--- config.mk ---
export PLATFORM = sky130hd
export DESIGN_NAME = lific_top
export DESIGN_NICKNAME = d
export VERILOG_FILES = /design/src/lific_pkg.sv /design/src/lific_bridge.sv /design/src/lific_top.sv
export VERILOG_INCLUDE_DIRS = /design/src
export SDC_FILE = /design/constraint.sdc
export NUM_CORES = 1
export LEC_CHECK = 0
export BUFFER_PORTS_ARGS = -buffer_cell sky130_fd_sc_hd__buf_2
export CAP_MARGIN = 20
export CORE_AREA = 3 3 99 101
export CTS_CLUSTER_SIZE = 10
export DETAILED_ROUTE_END_ITERATION = 16
export DIE_AREA = 0 0 102 104
export GPL_TIMING_DRIVEN = 0
export PLACE_DENSITY = 0.63
export RECOVER_POWER = 50
export SLEW_MARGIN = 20
export SYNTH_ARGS = -nofsm -noshare
export SYNTH_HDL_FRONTEND = slang
export SYNTH_HIERARCHICAL = 1
export SYNTH_SLANG_ARGS = --single-unit
--- constraint.sdc ---
create_clock -name clk_i -period 2.7 [get_ports clk_i]
set_input_delay 0.135 -clock clk_i [delete_from_list [all_inputs] [get_ports clk_i]]
set_output_delay 0.135 -clock clk_i [all_outputs]
set_load 0.1 [all_outputs]
--- src/lific_params.svh ---
// Constants and timing counts of the lamp inverter fault controller.
// Assumes a 20 MHz clock and comparator outputs synchronous to it.
`ifndef LIFIC_PARAMS_SVH
`define LIFIC_PARAMS_SVH
`define LIFIC_CLK_MHZ 20
`define LIFIC_DISCH_NS 600
`define LIFIC_DISCH_CYC ((`LIFIC_DISCH_NS * `LIFIC_CLK_MHZ) / 1000)
`define LIFIC_EVT_W 4
`define LIFIC_WDG_W 9
`define LIFIC_SHORT_W 7
`define LIFIC_BURST_W 8
`define LIFIC_HALF_W 8
`define LIFIC_HALF_DEF 8'h10
`endif

--- src/lific_pkg.sv ---
// Types shared by the lamp inverter fault controller files.
// Assumes nothing outside itself.
package lific_pkg;
  // Gray coded states along idle, strike, run, fault.
  typedef enum logic [1:0] {
    LIFIC_IDLE = 2'b00,
    LIFIC_STRIKE = 2'b01,
    LIFIC_RUN = 2'b11,
    LIFIC_FAULT = 2'b10
  } lific_state_e;

  // Dimming method picked by the brightness inputs.
  typedef enum logic [1:0] {
    LIFIC_DIM_NONE = 2'b00,
    LIFIC_DIM_ANALOG = 2'b01,
    LIFIC_DIM_BURST = 2'b10,
    LIFIC_DIM_BOTH = 2'b11
  } lific_dim_e;
endpackage

--- src/lific_bridge.sv ---
// Full bridge gate phase generator of the lamp inverter.
// Assumes a run enable from the sequencer; outputs go straight to drivers.
`timescale 1ns/1ps
`default_nettype none
`include "lific_params.svh"
module lific_bridge #(
  parameter int HALF_W = `LIFIC_HALF_W
) (
  // Clock and reset.
  input wire logic clk_i,
  input wire logic rst_n_i,
  // Control.
  input wire logic run_i,
  input wire logic [HALF_W-1:0] half_i,
  // Gates.
  output logic n_a_o,
  output logic n_b_o,
  output logic p_c_o,
  output logic p_d_o
);
  typedef struct packed {
    logic [HALF_W-1:0] cnt;
    logic phase;
    logic n_a;
    logic n_b;
    logic p_c;
    logic p_d;
  } lific_br_s;
  lific_br_s st, next_st;

  // Half period counter toggles phase; a dead cycle at each turn avoids
  // shoot through since both legs fall idle before the other pair starts.
  always_comb begin
    next_st = st;
    if (!run_i) begin
      next_st.cnt = '0;
      next_st.n_a = 1'b0;
      next_st.n_b = 1'b0;
      next_st.p_c = 1'b1;
      next_st.p_d = 1'b1;
    end else begin
      if (st.cnt >= half_i) begin
        next_st.cnt = '0;
        next_st.phase = ~st.phase;
        next_st.n_a = 1'b0;
        next_st.n_b = 1'b0;
        next_st.p_c = 1'b1;
        next_st.p_d = 1'b1;
      end else begin
        next_st.cnt = st.cnt + 1'b1;
        next_st.n_a = st.phase;
        next_st.p_d = st.phase;
        next_st.n_b = ~st.phase;
        next_st.p_c = ~st.phase;
      end
    end
  end

  always_ff @(posedge clk_i or negedge rst_n_i) begin
    if (!rst_n_i) begin
      st <= '{cnt: '0, phase: 1'b0, n_a: 1'b0, n_b: 1'b0,
              p_c: 1'b1, p_d: 1'b1};
    end else begin
      st <= next_st;
    end
  end

  assign n_a_o = st.n_a;
  assign n_b_o = st.n_b;
  assign p_c_o = st.p_c;
  assign p_d_o = st.p_d;
endmodule
`default_nettype wire

--- src/lific_top.sv ---
// Strike and run sequencer with latched fault supervision.
// Assumes comparator pulses are one cycle wide and synchronous to clk_i;
// the analog thresholds are realised outside and select which pulse arrives.
`timescale 1ns/1ps
`default_nettype none
`include "lific_params.svh"
module lific_top
  import lific_pkg::*;
#(
  parameter int EVT_W = `LIFIC_EVT_W,
  parameter int WDG_W = `LIFIC_WDG_W,
  parameter int SHORT_W = `LIFIC_SHORT_W,
  parameter int BURST_W = `LIFIC_BURST_W,
  parameter int HALF_W = `LIFIC_HALF_W,
  parameter logic [HALF_W-1:0] FIX_HALF = `LIFIC_HALF_DEF,
  parameter logic [HALF_W-1:0] TRK_START = `LIFIC_HALF_DEF
) (
  // Clock and reset.
  input wire logic clk_i,
  input wire logic rst_n_i,
  // Supply and enable.
  input wire logic enable_i,
  input wire logic supply_good_i,
  // Lamp current comparator pulses.
  input wire logic cur_strike_pk_i,
  input wire logic cur_run_pk_i,
  // Lamp voltage comparator pulses and levels.
  input wire logic volt_over_pk_i,
  input wire logic volt_zero_cross_i,
  input wire logic volt_low_i,
  input wire logic volt_pk_i,
  // Return current comparator pulse.
  input wire logic ret_over_pk_i,
  // Timers and burst dimming.
  input wire logic strike_timeout_i,
  input wire logic timeout_cap_above_i,
  input wire logic burst_ramp_cycle_i,
  input wire logic burst_ramp_clock_i,
  input wire logic burst_off_i,
  // Brightness inputs tied to the internal supply.
  input wire logic analog_tied_high_i,
  input wire logic burst_tied_high_i,
  // Tracking loop step request from the resonance detector.
  input wire logic track_up_i,
  // Gate drives.
  output logic n_gate_a_o,
  output logic n_gate_b_o,
  output logic p_gate_c_o,
  output logic p_gate_d_o,
  // Status and analog steering.
  output logic strike_o,
  output logic run_o,
  output logic fault_o,
  output logic ignited_o,
  output logic low_threshold_o,
  output logic track_loop_o,
  output logic comp_clamp_o,
  output logic comp_discharge_o,
  output logic [1:0] dim_mode_o
);
  import lific_pkg::*;

  localparam int DISCH_CYC = `LIFIC_DISCH_CYC;
  localparam logic [4:0] DISCH_LOAD = 5'(DISCH_CYC);

  typedef struct packed {
    lific_state_e state;
    logic strike;
    logic run;
    logic fault;
    logic clamp;
    logic disch_on;
    logic ignited;
    logic swept;
    logic [HALF_W-1:0] half;
    logic [EVT_W-1:0] evt;
    logic [WDG_W-1:0] wdg;
    logic [SHORT_W-1:0] shrt;
    logic [BURST_W-1:0] brst;
    logic [4:0] disch;
    logic [1:0] dim;
  } lific_top_s;

  lific_top_s st, next_st;
  logic bridge_run;
  logic trip;

  // Returns one when a counter of up to 16 bits is at all ones.
  function automatic logic at_top(input logic [15:0] v, input int w);
    logic r;
    r = 1'b1;
    for (int i = 0; i < 16; i++) begin
      if (i < w && !v[i]) begin
        r = 1'b0;
      end
    end
    return r;
  endfunction

  // Sequencer, counters and fault latch.
  always_comb begin
    logic live;
    live = 1'b0;
    trip = 1'b0;
    next_st = st;
    live = (st.state == LIFIC_STRIKE) || (st.state == LIFIC_RUN);
    // Dimming mode tracks the straps: a tied input disables its method.
    next_st.dim = {~burst_tied_high_i, ~analog_tied_high_i};
    // Compensation discharge timer restarts on every over voltage peak.
    if (volt_over_pk_i) begin
      next_st.disch = DISCH_LOAD;
    end else if (st.disch != '0) begin
      next_st.disch = st.disch - 1'b1;
    end
    // Event counter: ramp clear first, then count, so a clear in the same
    // cycle as an event still leaves that event counted.
    if (burst_ramp_cycle_i) begin
      next_st.evt = '0;
    end
    if (live && (volt_over_pk_i || ret_over_pk_i)) begin
      if (at_top(16'(st.evt), EVT_W)) begin
        trip = 1'b1;
      end
      next_st.evt = (burst_ramp_cycle_i ? '0 : st.evt) + 1'b1;
    end
    // Short lamp counter: low voltage blocks its reset.
    if (live && timeout_cap_above_i) begin
      if (volt_pk_i && !volt_low_i) begin
        next_st.shrt = '0;
      end else if (at_top(16'(st.shrt), SHORT_W)) begin
        trip = 1'b1;
      end else begin
        next_st.shrt = st.shrt + 1'b1;
      end
    end else begin
      next_st.shrt = '0;
    end
    // Run watchdogs on lamp current.
    if (st.state == LIFIC_RUN) begin
      if (cur_run_pk_i) begin
        next_st.wdg = '0;
        next_st.brst = '0;
      end else if (!burst_off_i) begin
        if (at_top(16'(st.wdg), WDG_W)) begin
          trip = 1'b1;
        end else begin
          next_st.wdg = st.wdg + 1'b1;
        end
        if (burst_ramp_clock_i) begin
          if (at_top(16'(st.brst), BURST_W)) begin
            trip = 1'b1;
          end else begin
            next_st.brst = st.brst + 1'b1;
          end
        end
      end
    end else begin
      next_st.wdg = '0;
      next_st.brst = '0;
    end
    // Tracking loop sweeps up only after the first zero crossing.
    if (volt_zero_cross_i) begin
      next_st.swept = 1'b1;
    end
    if (st.state == LIFIC_STRIKE && st.swept && track_up_i &&
        st.half > 1) begin
      next_st.half = st.half - 1'b1;
    end
    // State transitions.
    case (st.state)
      LIFIC_IDLE: begin
        if (supply_good_i && enable_i) begin
          next_st.state = LIFIC_STRIKE;
          next_st.half = TRK_START;
          next_st.swept = 1'b0;
          next_st.ignited = 1'b0;
          next_st.evt = '0;
        end
      end
      LIFIC_STRIKE: begin
        if (trip || strike_timeout_i) begin
          next_st.state = LIFIC_FAULT;
        end else if (cur_strike_pk_i) begin
          next_st.ignited = 1'b1;
          next_st.state = LIFIC_RUN;
          next_st.half = FIX_HALF;
        end
      end
      LIFIC_RUN: begin
        if (trip) begin
          next_st.state = LIFIC_FAULT;
        end
      end
      default: begin
        next_st.state = LIFIC_FAULT;
      end
    endcase
    // Only an enable cycle or power loss leaves the latched fault.
    if (!enable_i || !supply_good_i) begin
      next_st.state = LIFIC_IDLE;
      next_st.ignited = 1'b0;
    end
    // Status flags are decoded from the next state and registered, so
    // every output leaves a flop with no decode glitch behind it.
    next_st.strike = (next_st.state == LIFIC_STRIKE);
    next_st.run = (next_st.state == LIFIC_RUN);
    next_st.fault = (next_st.state == LIFIC_FAULT);
    next_st.clamp = next_st.strike && !next_st.ignited;
    next_st.disch_on = (next_st.disch != '0);
  end

  always_ff @(posedge clk_i or negedge rst_n_i) begin
    if (!rst_n_i) begin
      st <= '{state: LIFIC_IDLE, strike: 1'b0, run: 1'b0, fault: 1'b0,
              clamp: 1'b0, disch_on: 1'b0, ignited: 1'b0, swept: 1'b0,
              half: '0, evt: '0, wdg: '0, shrt: '0, brst: '0,
              disch: '0, dim: 2'h0};
    end else begin
      st <= next_st;
    end
  end

  // Bridge runs only while striking or running; fault leaves it idle.
  assign bridge_run = (st.state == LIFIC_STRIKE) ||
                      (st.state == LIFIC_RUN);

  lific_bridge #(
    .HALF_W(HALF_W)
  ) u_bridge (
    .clk_i(clk_i),
    .rst_n_i(rst_n_i),
    .run_i(bridge_run),
    .half_i(st.half),
    .n_a_o(n_gate_a_o),
    .n_b_o(n_gate_b_o),
    .p_c_o(p_gate_c_o),
    .p_d_o(p_gate_d_o)
  );

  // Status flags come straight from state flops.
  assign strike_o = st.strike;
  assign run_o = st.run;
  assign fault_o = st.fault;
  assign ignited_o = st.ignited;
  assign low_threshold_o = st.ignited;
  assign track_loop_o = st.strike;
  assign comp_clamp_o = st.clamp;
  assign comp_discharge_o = st.disch_on;
  assign dim_mode_o = st.dim;
endmodule
`default_nettype wire

-- Yosys cells after proc, flatten, opt, wreduce, memory -nomap -nowiden
Index checks and enable logic that the tools add are counted.
- bits in registers: 65
- input port bits: 19
- output and inout bits: 14
- logic and storage cells: 152
- add/subtract/negate cells: 7
- magnitude comparators: 2
- eq/ne operators: 10
- muxes and demuxes: 87
- bitwise logic cells: 3
- reductions and logical operators: 22
- operator list (operator ; count):
    2-to-1 mux 8 bit ; 10
    2-to-1 mux 1 bit ; 54
    2-to-1 mux 9 bit ; 4
    2-to-1 mux 7 bit ; 3
    2-to-1 mux 4 bit ; 5
    adder 8 x 1 -> 8 bit (second input constant) ; 2
    case mux 8 bit (2 select lines) ; 1
    != test 3 bit (second input constant) ; 5
    2-to-1 mux 14 bit ; 1
    2-to-1 mux 2 bit ; 5
    2-to-1 mux 5 bit ; 2
    nonzero test 5 bit ; 2
    adder 9 x 1 -> 9 bit (second input constant) ; 1
    greater-or-equal comparator 8 bit ; 1
    > comparator 8 x 1 -> 1 bit (second input constant) ; 1
    logical AND 1 bit ; 8
    subtractor 8 x 1 -> 8 bit (second input constant) ; 1
    adder 7 x 1 -> 7 bit (second input constant) ; 1
    == test 2 bit (second input constant) ; 3
    case mux 2 bit (3 select lines) ; 1
    subtractor 5 x 1 -> 5 bit (second input constant) ; 1
    adder 4 x 1 -> 4 bit (second input constant) ; 1
    == test 2 x 1 -> 1 bit (second input constant) ; 2
    zero test 1 bit ; 4
    other kinds (6) ; 12

-- Longest topological paths before layout
Gate-level depths: netlist of the first run.
- depth in word-level cells: 24
- depth in mapped cells: 7
- gate-level depth less buffers: 6

-- By module
The synthesis of the first run kept the hierarchy.
- modules (own cells, without submodules) (module ; instances ; cells each ; area each (um^2)):
    lific_top ; 1 ; 277 ; 2735.1
    lific_bridge ; 1 ; 74 ; 804.5

-- Worst setup path before layout of the first run
No wires, ideal clock.
- path type: register -> register
- start point: register, netlist name st[37]
- end point: register, netlist name st[38]
- library setup time: 0.143 ns
- arrival time: 1.814 ns
- data required time: 2.557 ns
- path slack: 0.743 ns
- cell stages (with the launch flop): 5
- buffers on the path: 0
- period minus slack after synthesis: 1.957 ns
- cells stage by stage: dfrtp_1 or4_4 o41ai_1 or4_2 a21oi_1

==> summary.txt, run 1 <==
STA
  – RSZ-0062 raised after global routing: false
  – Skew final: ~0.0070 ns
  – Final slew viol count: 0
  – Worst slew pin tran: between 1 and 1.5 ns
  – Tcrit/Tclk final: between 80% and 90%
  – Final hold violations: 0
  – Relative slew slack: between 10 and 15%
  – Setup tns final: 0 ns
  – # setup viols final: 0
  – Final worst slack: between 0.4 and 0.5 ns
  – Fmax: 0.4456 GHz
  – Fin crit period: roughly 2.2 ns

Floorplan
  – Die W: between 100 and 150 µm
  – Std-Cell Rows: 35
  – Initial core utilization: approximately 39%
  – DIE AREA: 10610 µm²
  – Ports: 33
  – Core Region: 9109 µm²
  – Chip height: 104 µm

Yosys
  – Simple-gate share of the synthesized area: between 20 and 25%
  – Post-synth EDFFs: 0
  – Synth Flop Type: dfrtp_1
  – Area leader, netlist: dfrtp_1
  – Netlist cell types: 62
  – Post-synthesis xor/xnor area fraction: 5.691%
  – FF+latch count, synth: 65
  – Post-synth top area share: 44.54%
  – Post-synth ARST share: between 90% and 100%
  – Sequential area share after synthesis: a little under half
  – Main combinational cell family by area after synthesis: simple AND/OR/NAND/NOR gates
  – Yosys Warn Count: 6
  – Avg Synthesized Cell Area: about 10 µm²
  – Compound-cell area share of the yosys netlist: between 10% and 20%
  – Syn nets: between 300 and 400
  – Post-Syn Area: approximately 3500 µm²
  – Synth Area in Adders: ~6.7%
  – Synthesized instance count: roughly 350
  – Largest cells by area after synthesis: dfrtp_1, ha_1, nor2_1
  – Mux contribution to synthesized area: approximately 2.3%

Layout
  – Diodes inserted: 0
  – Commonest non-fill, non-tap cells in the layout: dfrtp_1, nor2_1, buf_2, inv_1, ha_1
  – Layout Nets: around 440
  – Commonest non-fill, non-tap cell in the layout: dfrtp_1
  – Final Util: 44.62%
  – Reg with most FFs: st
  – Share of layout cells above drive strength 1: approximately 18%
  – Final Instance Area: about 4100 µm²
  – Area Growth Syn to Fin: 14.81%
  – Max reg flops: 44

Route
  – Via Count: 2679
  – Number of remaining DRC errors: 0
  – Drt first pass iters: 4
  – Drt via density: approximately 5.2
  – Antenna Violating Nets Remaining: 0
  – Total Routed Length: between 6 and 7 mm
  – First DRT Iteration DRCs: 68
  – Routed len/inst: approximately 13 µm

Global routing
  – Largest net degree at the start of global routing: 44
  – Antenna violations before repair: 0
  – First-pass GRT wire length: between 10 and 15 mm
  – Vias in the first global route: about 2600
  – Grt ovf: 0
  – Total Routing Usage GR: between 10 and 15%

Setup path
  – Setup Crit Path Kind: reg2reg
  – CP Capture Type: register
  – Worst EP arrival: 2.44 ns
  – WP data required: 2.90 ns
  – Crit path launch type: register
  – Max Fanout on Critical Path: 6

Hold path
  – Worst hold path class: in2reg

Placement
  – Port bufs: 32
  – Routability cong.: 0.7949
  – Detailed placer's ending HPWL: around 5.0 mm
  – DP Worst Slack: about 0.51 ns
  – Dpl cell area: 3861 µm²

Run
  – Maxcap violations: 0

CTS
  – CTS clock-pin slew for the worst setup and hold paths: roughly 0.07 ns
  – CTS H-tree lvls: 3
  – Clock Sinks: between 60 and 70
  – Resized cells post-CTS: 0
  – Cts hold-fix bufs: 5
  – Clk_lat worst skew: 0.34 ns
  – Post-CTS Setup Bufs: 0
  – CTS max path bufs: 2
  – Root Driver: clkbuf_8
  – CTS tree: built
  – TritonCTS buffer count: 9

Outcome
  – Outcome: completed

Pwr
  – Peak supply drop: about 220 µV
  – Final total power: about 2.2 mW
  – Lkg Pwr: between 1.5 and 2 nW
  – Pwr Density: between 500 and 600 nW/µm²
==> kinds of logic (layout without fill, tap and decap cells) <==
group | after synthesis | after routing
adders and majority gates | 19 | 19
AOI/OAI and AO/OA | 61 | 61
DFF | 65 | 65
muxes | 8 | 8
and+or+nand+nor | 139 | 139
xor gates and xnor gates | 23 | 23
buffers and inverters | 36 | 90
==> path summary, 6_finish.rpt <==
path	start	end	slack [ns]	cells after the start
max	st[38]	st[38]	0.46	4
min	volt_over_pk_i	st[3]	0.06	2
max reg2reg	st[38]	st[38]	0.46	4
min reg2reg	st[43]	st[43]	0.50	2
max in group asynchronous	rst_n_i	u_bridge/p_c_o	1.21	3
min in group asynchronous	rst_n_i	st[13]	0.60	2
==> stage by stage <==
step,hold WS [ns],cells
3_3_place_gp,0.2831,494
5_1_grt,0.06497,516
6_report,0.05718,516
2_1_floorplan,-0.1606,351
3_5_place_dp,0.05500,495
4_1_cts,0.03462,516
==> metal layers <==
layer,track usage (%),routed length [µm]
met3,3.421,200
met4,5.530,89
met2,21.54,3190
met1,19.87,3349
met5,0,0
==> report_power, final <==
group,internal (mW),switching (mW),leakage [nW]
clock,0.326,0.373,0.0818
combinational,0.156,0.264,0.861
sequential,1.02,0.0572,0.860
total,1.51,0.694,1.80
==> final cells by class <==
| cell class | count | area (µm²) |
|---|---|---|
| multi-input combinational | 250 | 1752 |
| fill | 885 | 5045 |
| clock buffer | 10 | 127.6 |
| tap | 111 | 138.9 |
| inverter | 24 | 90.09 |
| buffer | 12 | 68.82 |
| timing repair buffer | 38 | 222.7 |
| clock inverter | 6 | 35.03 |
| sequential | 65 | 1629 |
==> cell usage after synthesis (4+ instances only) <==
library cell  number
buf_4              4
clkbuf_1           6
xnor2_1           14
xor2_1             9
nor2_1            40
a211oi_1           5
nor2_2             9
and3_1            10
a21oi_1           10
ha_1              19
o21ai_0            8
nand2_1           10
mux2i_1            8
nand4_1            5
nor2b_1            6
dfrtp_1           63
o21a_1             4
nor3_1            12
nand3_1           11
inv_1             24
==> worst max-delay path, stage by stage (launching register included) <==
cell	delay, ns
dfrtp_1	0.45
or4_4	0.59
o41ai_1	0.77
or4_2	0.25
a21oi_1	0.06
No activity file was read; power rests on OpenSTA's default activity.
==> run 2, diff against run 1 <==
--- a/config.mk
+++ b/config.mk
@@ -6,6 +6,7 @@
 export SDC_FILE = /design/constraint.sdc
 export NUM_CORES = 1
 export LEC_CHECK = 0
+export ABC_AREA = 1
 export BUFFER_PORTS_ARGS = -buffer_cell sky130_fd_sc_hd__buf_2
 export CAP_MARGIN = 20
 export CORE_AREA = 3 3 99 101
==> constraint.sdc (replaced) <==
create_clock -name clk_i -period 2.3 [get_ports clk_i]
set_input_delay 0.115 -clock clk_i [delete_from_list [all_inputs] [get_ports clk_i]]
set_output_delay 0.115 -clock clk_i [all_outputs]
set_load 0.1 [all_outputs]
==> run 2 against run 1 <==
- first-iteration DRC count rose to 2.5 times the previous value
- area after synthesis is 0.67% higher
- sequential cell count stayed put
- highest routed layer unchanged
- routed wire length decreased by 0.95%
- maximum frequency rose by 21%
==> summary.txt, run 2 <==
Outcome
  – Outcome: completed

STA
  – Skew final: 0.008403 ns (+0.001404 ns)
  – Tcrit/Tclk final: 80.92% (-2.2 points)
  – Final slew viol count: 0 (unchanged)
  – RSZ-0062 raised after global routing: false
  – Fmax: 0.5373 GHz (+21%)
  – Final hold violations: 0 (unchanged)
  – Worst slew pin tran: 1.163 ns (-0.1317 ns)
  – Setup tns final: 0 ns (unchanged)
  – Relative slew slack: 22.79% (+9.1 points)
  – # setup viols final: 0 (unchanged)
  – Final worst slack: 0.4389 ns (-0.01682 ns)
  – Fin crit period: 1.861 ns (-0.3832 ns)

Global routing
  – Grt ovf: 0 (unchanged)
  – Largest net degree at the start of global routing: 52 (+18%)
  – Vias in the first global route: 2631 (-0.23%)
  – First-pass GRT wire length: 11.70 mm (-5.2%)
  – Antenna violations before repair: 0 (unchanged)
  – Total Routing Usage GR: 13.92% (-0.42 points)

Layout
  – Area Growth Syn to Fin: 15.38%
  – Layout Nets: 509 (+16%)
  – Commonest non-fill, non-tap cell in the layout: nand2_1
  – Max reg flops: 44 (unchanged)
  – Reg with most FFs: st
  – Area of the multi-input gates: 1597 µm² (-8.9%)
  – Commonest non-fill, non-tap cells in the layout: nand2_1, inv_1, dfrtp_1, nor2_1, buf_2
  – Share of layout cells above drive strength 1: 19.33% (+1.8 points)
  – # fillers: 907 (+2.5%)
  – Diodes inserted: 0 (unchanged)
  – Seq. cell area: 1629 µm² (unchanged)

Yosys
  – FF+latch count, synth: 65 (unchanged)
  – Synth Flop Type: dfrtp_1
  – Yosys Warn Count: 6 (unchanged)
  – Syn nets: 459 (+18%)
  – Synthesized instance count: 421 (+20%)
  – Post-synth ARST share: 100.0% (unchanged)
  – Post-Syn Area: 3563 µm² (+0.67%)
  – Post-synth top area share: 44.24% (-0.30 points)
  – Most common cell in the netlist: nand2_1
  – Area leader, netlist: dfrtp_1
  – Avg Synthesized Cell Area: 8.464 µm² (-16%)
  – Sequential area share after synthesis: 45.72% (-0.31 points)
  – Netlist cell types: 38 (-39%)
  – Commonest cells in the netlist: nand2_1, inv_1, dfrtp_1
  – Largest cells by area after synthesis: dfrtp_1, nand2_1, inv_1
  – Post-synth EDFFs: 0 (unchanged)

Pwr
  – Lkg Pwr: 2.055 nW (+14%)
  – Pwr Density: 597.6 nW/µm² (+10%)
  – Final total power: 2.457 mW (+12%)
  – Peak supply drop: 278.0 µV (+26%)

Floorplan
  – Initial core utilization: 39.12% (+0.26 points)
  – Std-Cell Rows: 35 (unchanged)
  – DIE AREA: 10610 µm² (unchanged)
  – Core Region: 9109 µm² (unchanged)
  – Ports: 33 (unchanged)
  – Chip height: 104 µm (unchanged)
  – Die W: 102 µm (unchanged)

Route
  – Drt first pass iters: 4 (unchanged)
  – Drt via density: 4.693 (-9.6%)
  – Routed len/inst: 11.52 µm (-13%)
  – Number of remaining DRC errors: 0 (unchanged)
  – Antenna Violating Nets Remaining: 0 (unchanged)
  – First DRT Iteration DRCs: 170 (+150%)
  – Via Count: 2755 (+2.8%)
  – Total Routed Length: 6.764 mm (-0.95%)

Setup path
  – CP Capture Type: register
  – Largest stage delay, worst path: 0.41 ns (-0.36 ns)
  – Worst R2R Start: st[15]
  – RR Endpoint: st[40]
  – Max Fanout on Critical Path: 7 (+1)
  – Largest delay share family, worst path: simple AND/OR/NAND/NOR gates
  – Slowest CP cell: dfrtp_1
  – Flop2flop setup slack: 0.44 ns (-0.02 ns)
  – R2R cell count: 12 (+8)
  – Crit path launch type: register
  – Setup Crit Path Kind: reg2reg
  – Worst EP arrival: 2.08 ns (-0.36 ns)
  – Cell Chain, Critical Path: ha_1, ha_1, nand2_1, inv_2, nand2_4, nor2_8, nor2_4, nand4_2, nor2_2, inv_2, nand2_4, nor2_2
  – WP data required: 2.52 ns (-0.38 ns)
  – WP buf/inv: 2 (+2)

Run
  – Maxcap violations: 0 (unchanged)

Placement
  – DP Worst Slack: 0.4257 ns (-0.08839 ns)
  – Port bufs: 32 (unchanged)
  – Detailed placer's ending HPWL: 5.088 mm (+1.9%)
  – Routability cong.: 0.8070 (+1.5%)

Hold path
  – Hold Startpoint: burst_ramp_clock_i
  – Worst hold path class: in2reg
  – Hold Crit Depth: 3 (+1)
  – Hold endpoint: st[7]

CTS
  – CTS tree: built
  – TritonCTS buffer count: 9 (unchanged)
  – Clk_lat worst skew: 0.34 ns (about the same)
  – CTS H-tree lvls: 3 (unchanged)
  – Clock Sinks: 65 (unchanged)
  – Root Driver: clkbuf_8
  – CTS clock-pin slew for the worst setup and hold paths: 0.07 ns (about the same)
  – CTS max path bufs: 2 (unchanged)
  – Resized cells post-CTS: 0 (unchanged)
==> run 2: metal layers <==
metal  track usage (%)  share of wire (%)
met1             17.29                 45
met2             22.47                 49
met3             3.353                3.1
met4             6.560                2.6
met5                 0                  0
==> run 2: worst max-delay path by stage <==
| stage | cells past startpoint | start | slack, ns | end |
|---|---|---|---|---|
| floorplan | 12 | st[15] | 0.62 | st[36] |
| global placement | 12 | st[15] | 0.45 | st[41] |
| detailed placement | 12 | st[15] | 0.43 | st[41] |
| CTS | 12 | st[15] | 0.40 | st[41] |
| global route | 12 | st[15] | 0.28 | st[41] |
| finish | 12 | st[15] | 0.44 | st[40] |
==> run 2: worst reg2reg max path, stage by stage (launching register included) <==
cell and delay [ns]:
dfrtp_1 0.41, ha_1 0.23, ha_1 0.19, nand2_1 0.08, inv_2 0.04, nand2_4 0.11, nor2_8 0.05, nor2_4 0.12
nand4_2 0.12, nor2_2 0.15, inv_2 0.07, nand2_4 0.12, nor2_2 0.04
==> run 2: logic make-up after synthesis <==
group	synth area share, %
and+or+nand+nor	27.88
buffers and inverters	9.410
DFF	45.72
AOI/OAI and AO/OA	5.899
adders and majority gates	6.671
xor gates and xnor gates	4.424
==> run 2: through the flow <==
step,cells,hold WS [ns],cell area [µm²],utilization [%]
6_report,587,0.1279,4111,45.14
5_1_grt,587,0.1440,4111,45.14
4_1_cts,587,0.1124,4141,45.47
3_5_place_dp,565,-0.005545,3892,42.73
3_3_place_gp,564,0.2578,3862,42.40
2_1_floorplan,421,-0.1806,3563,-
==> run 2: area by class of cell <==
type	instances	area share, %
clock buffers	13	3.621
well taps	111	3.378
repair buffers	39	5.417
multi-input cells	272	38.83
inverters	79	7.212
flip-flops and latches	65	39.62
plain buffers	5	0.9434
clock inverters	3	0.9738
==> run 2: repair_timing <==
action	4_1_cts	5_1_grt
hold endpoints to repair	70	0
hold buffers	6	0
setup buffers	0	0
==> run 2: power breakdown <==
group / switching (mW) / internal (mW)
combinational: 0.206 / 0.0898
sequential: 0.0305 / 1.18
clock: 0.420 / 0.528
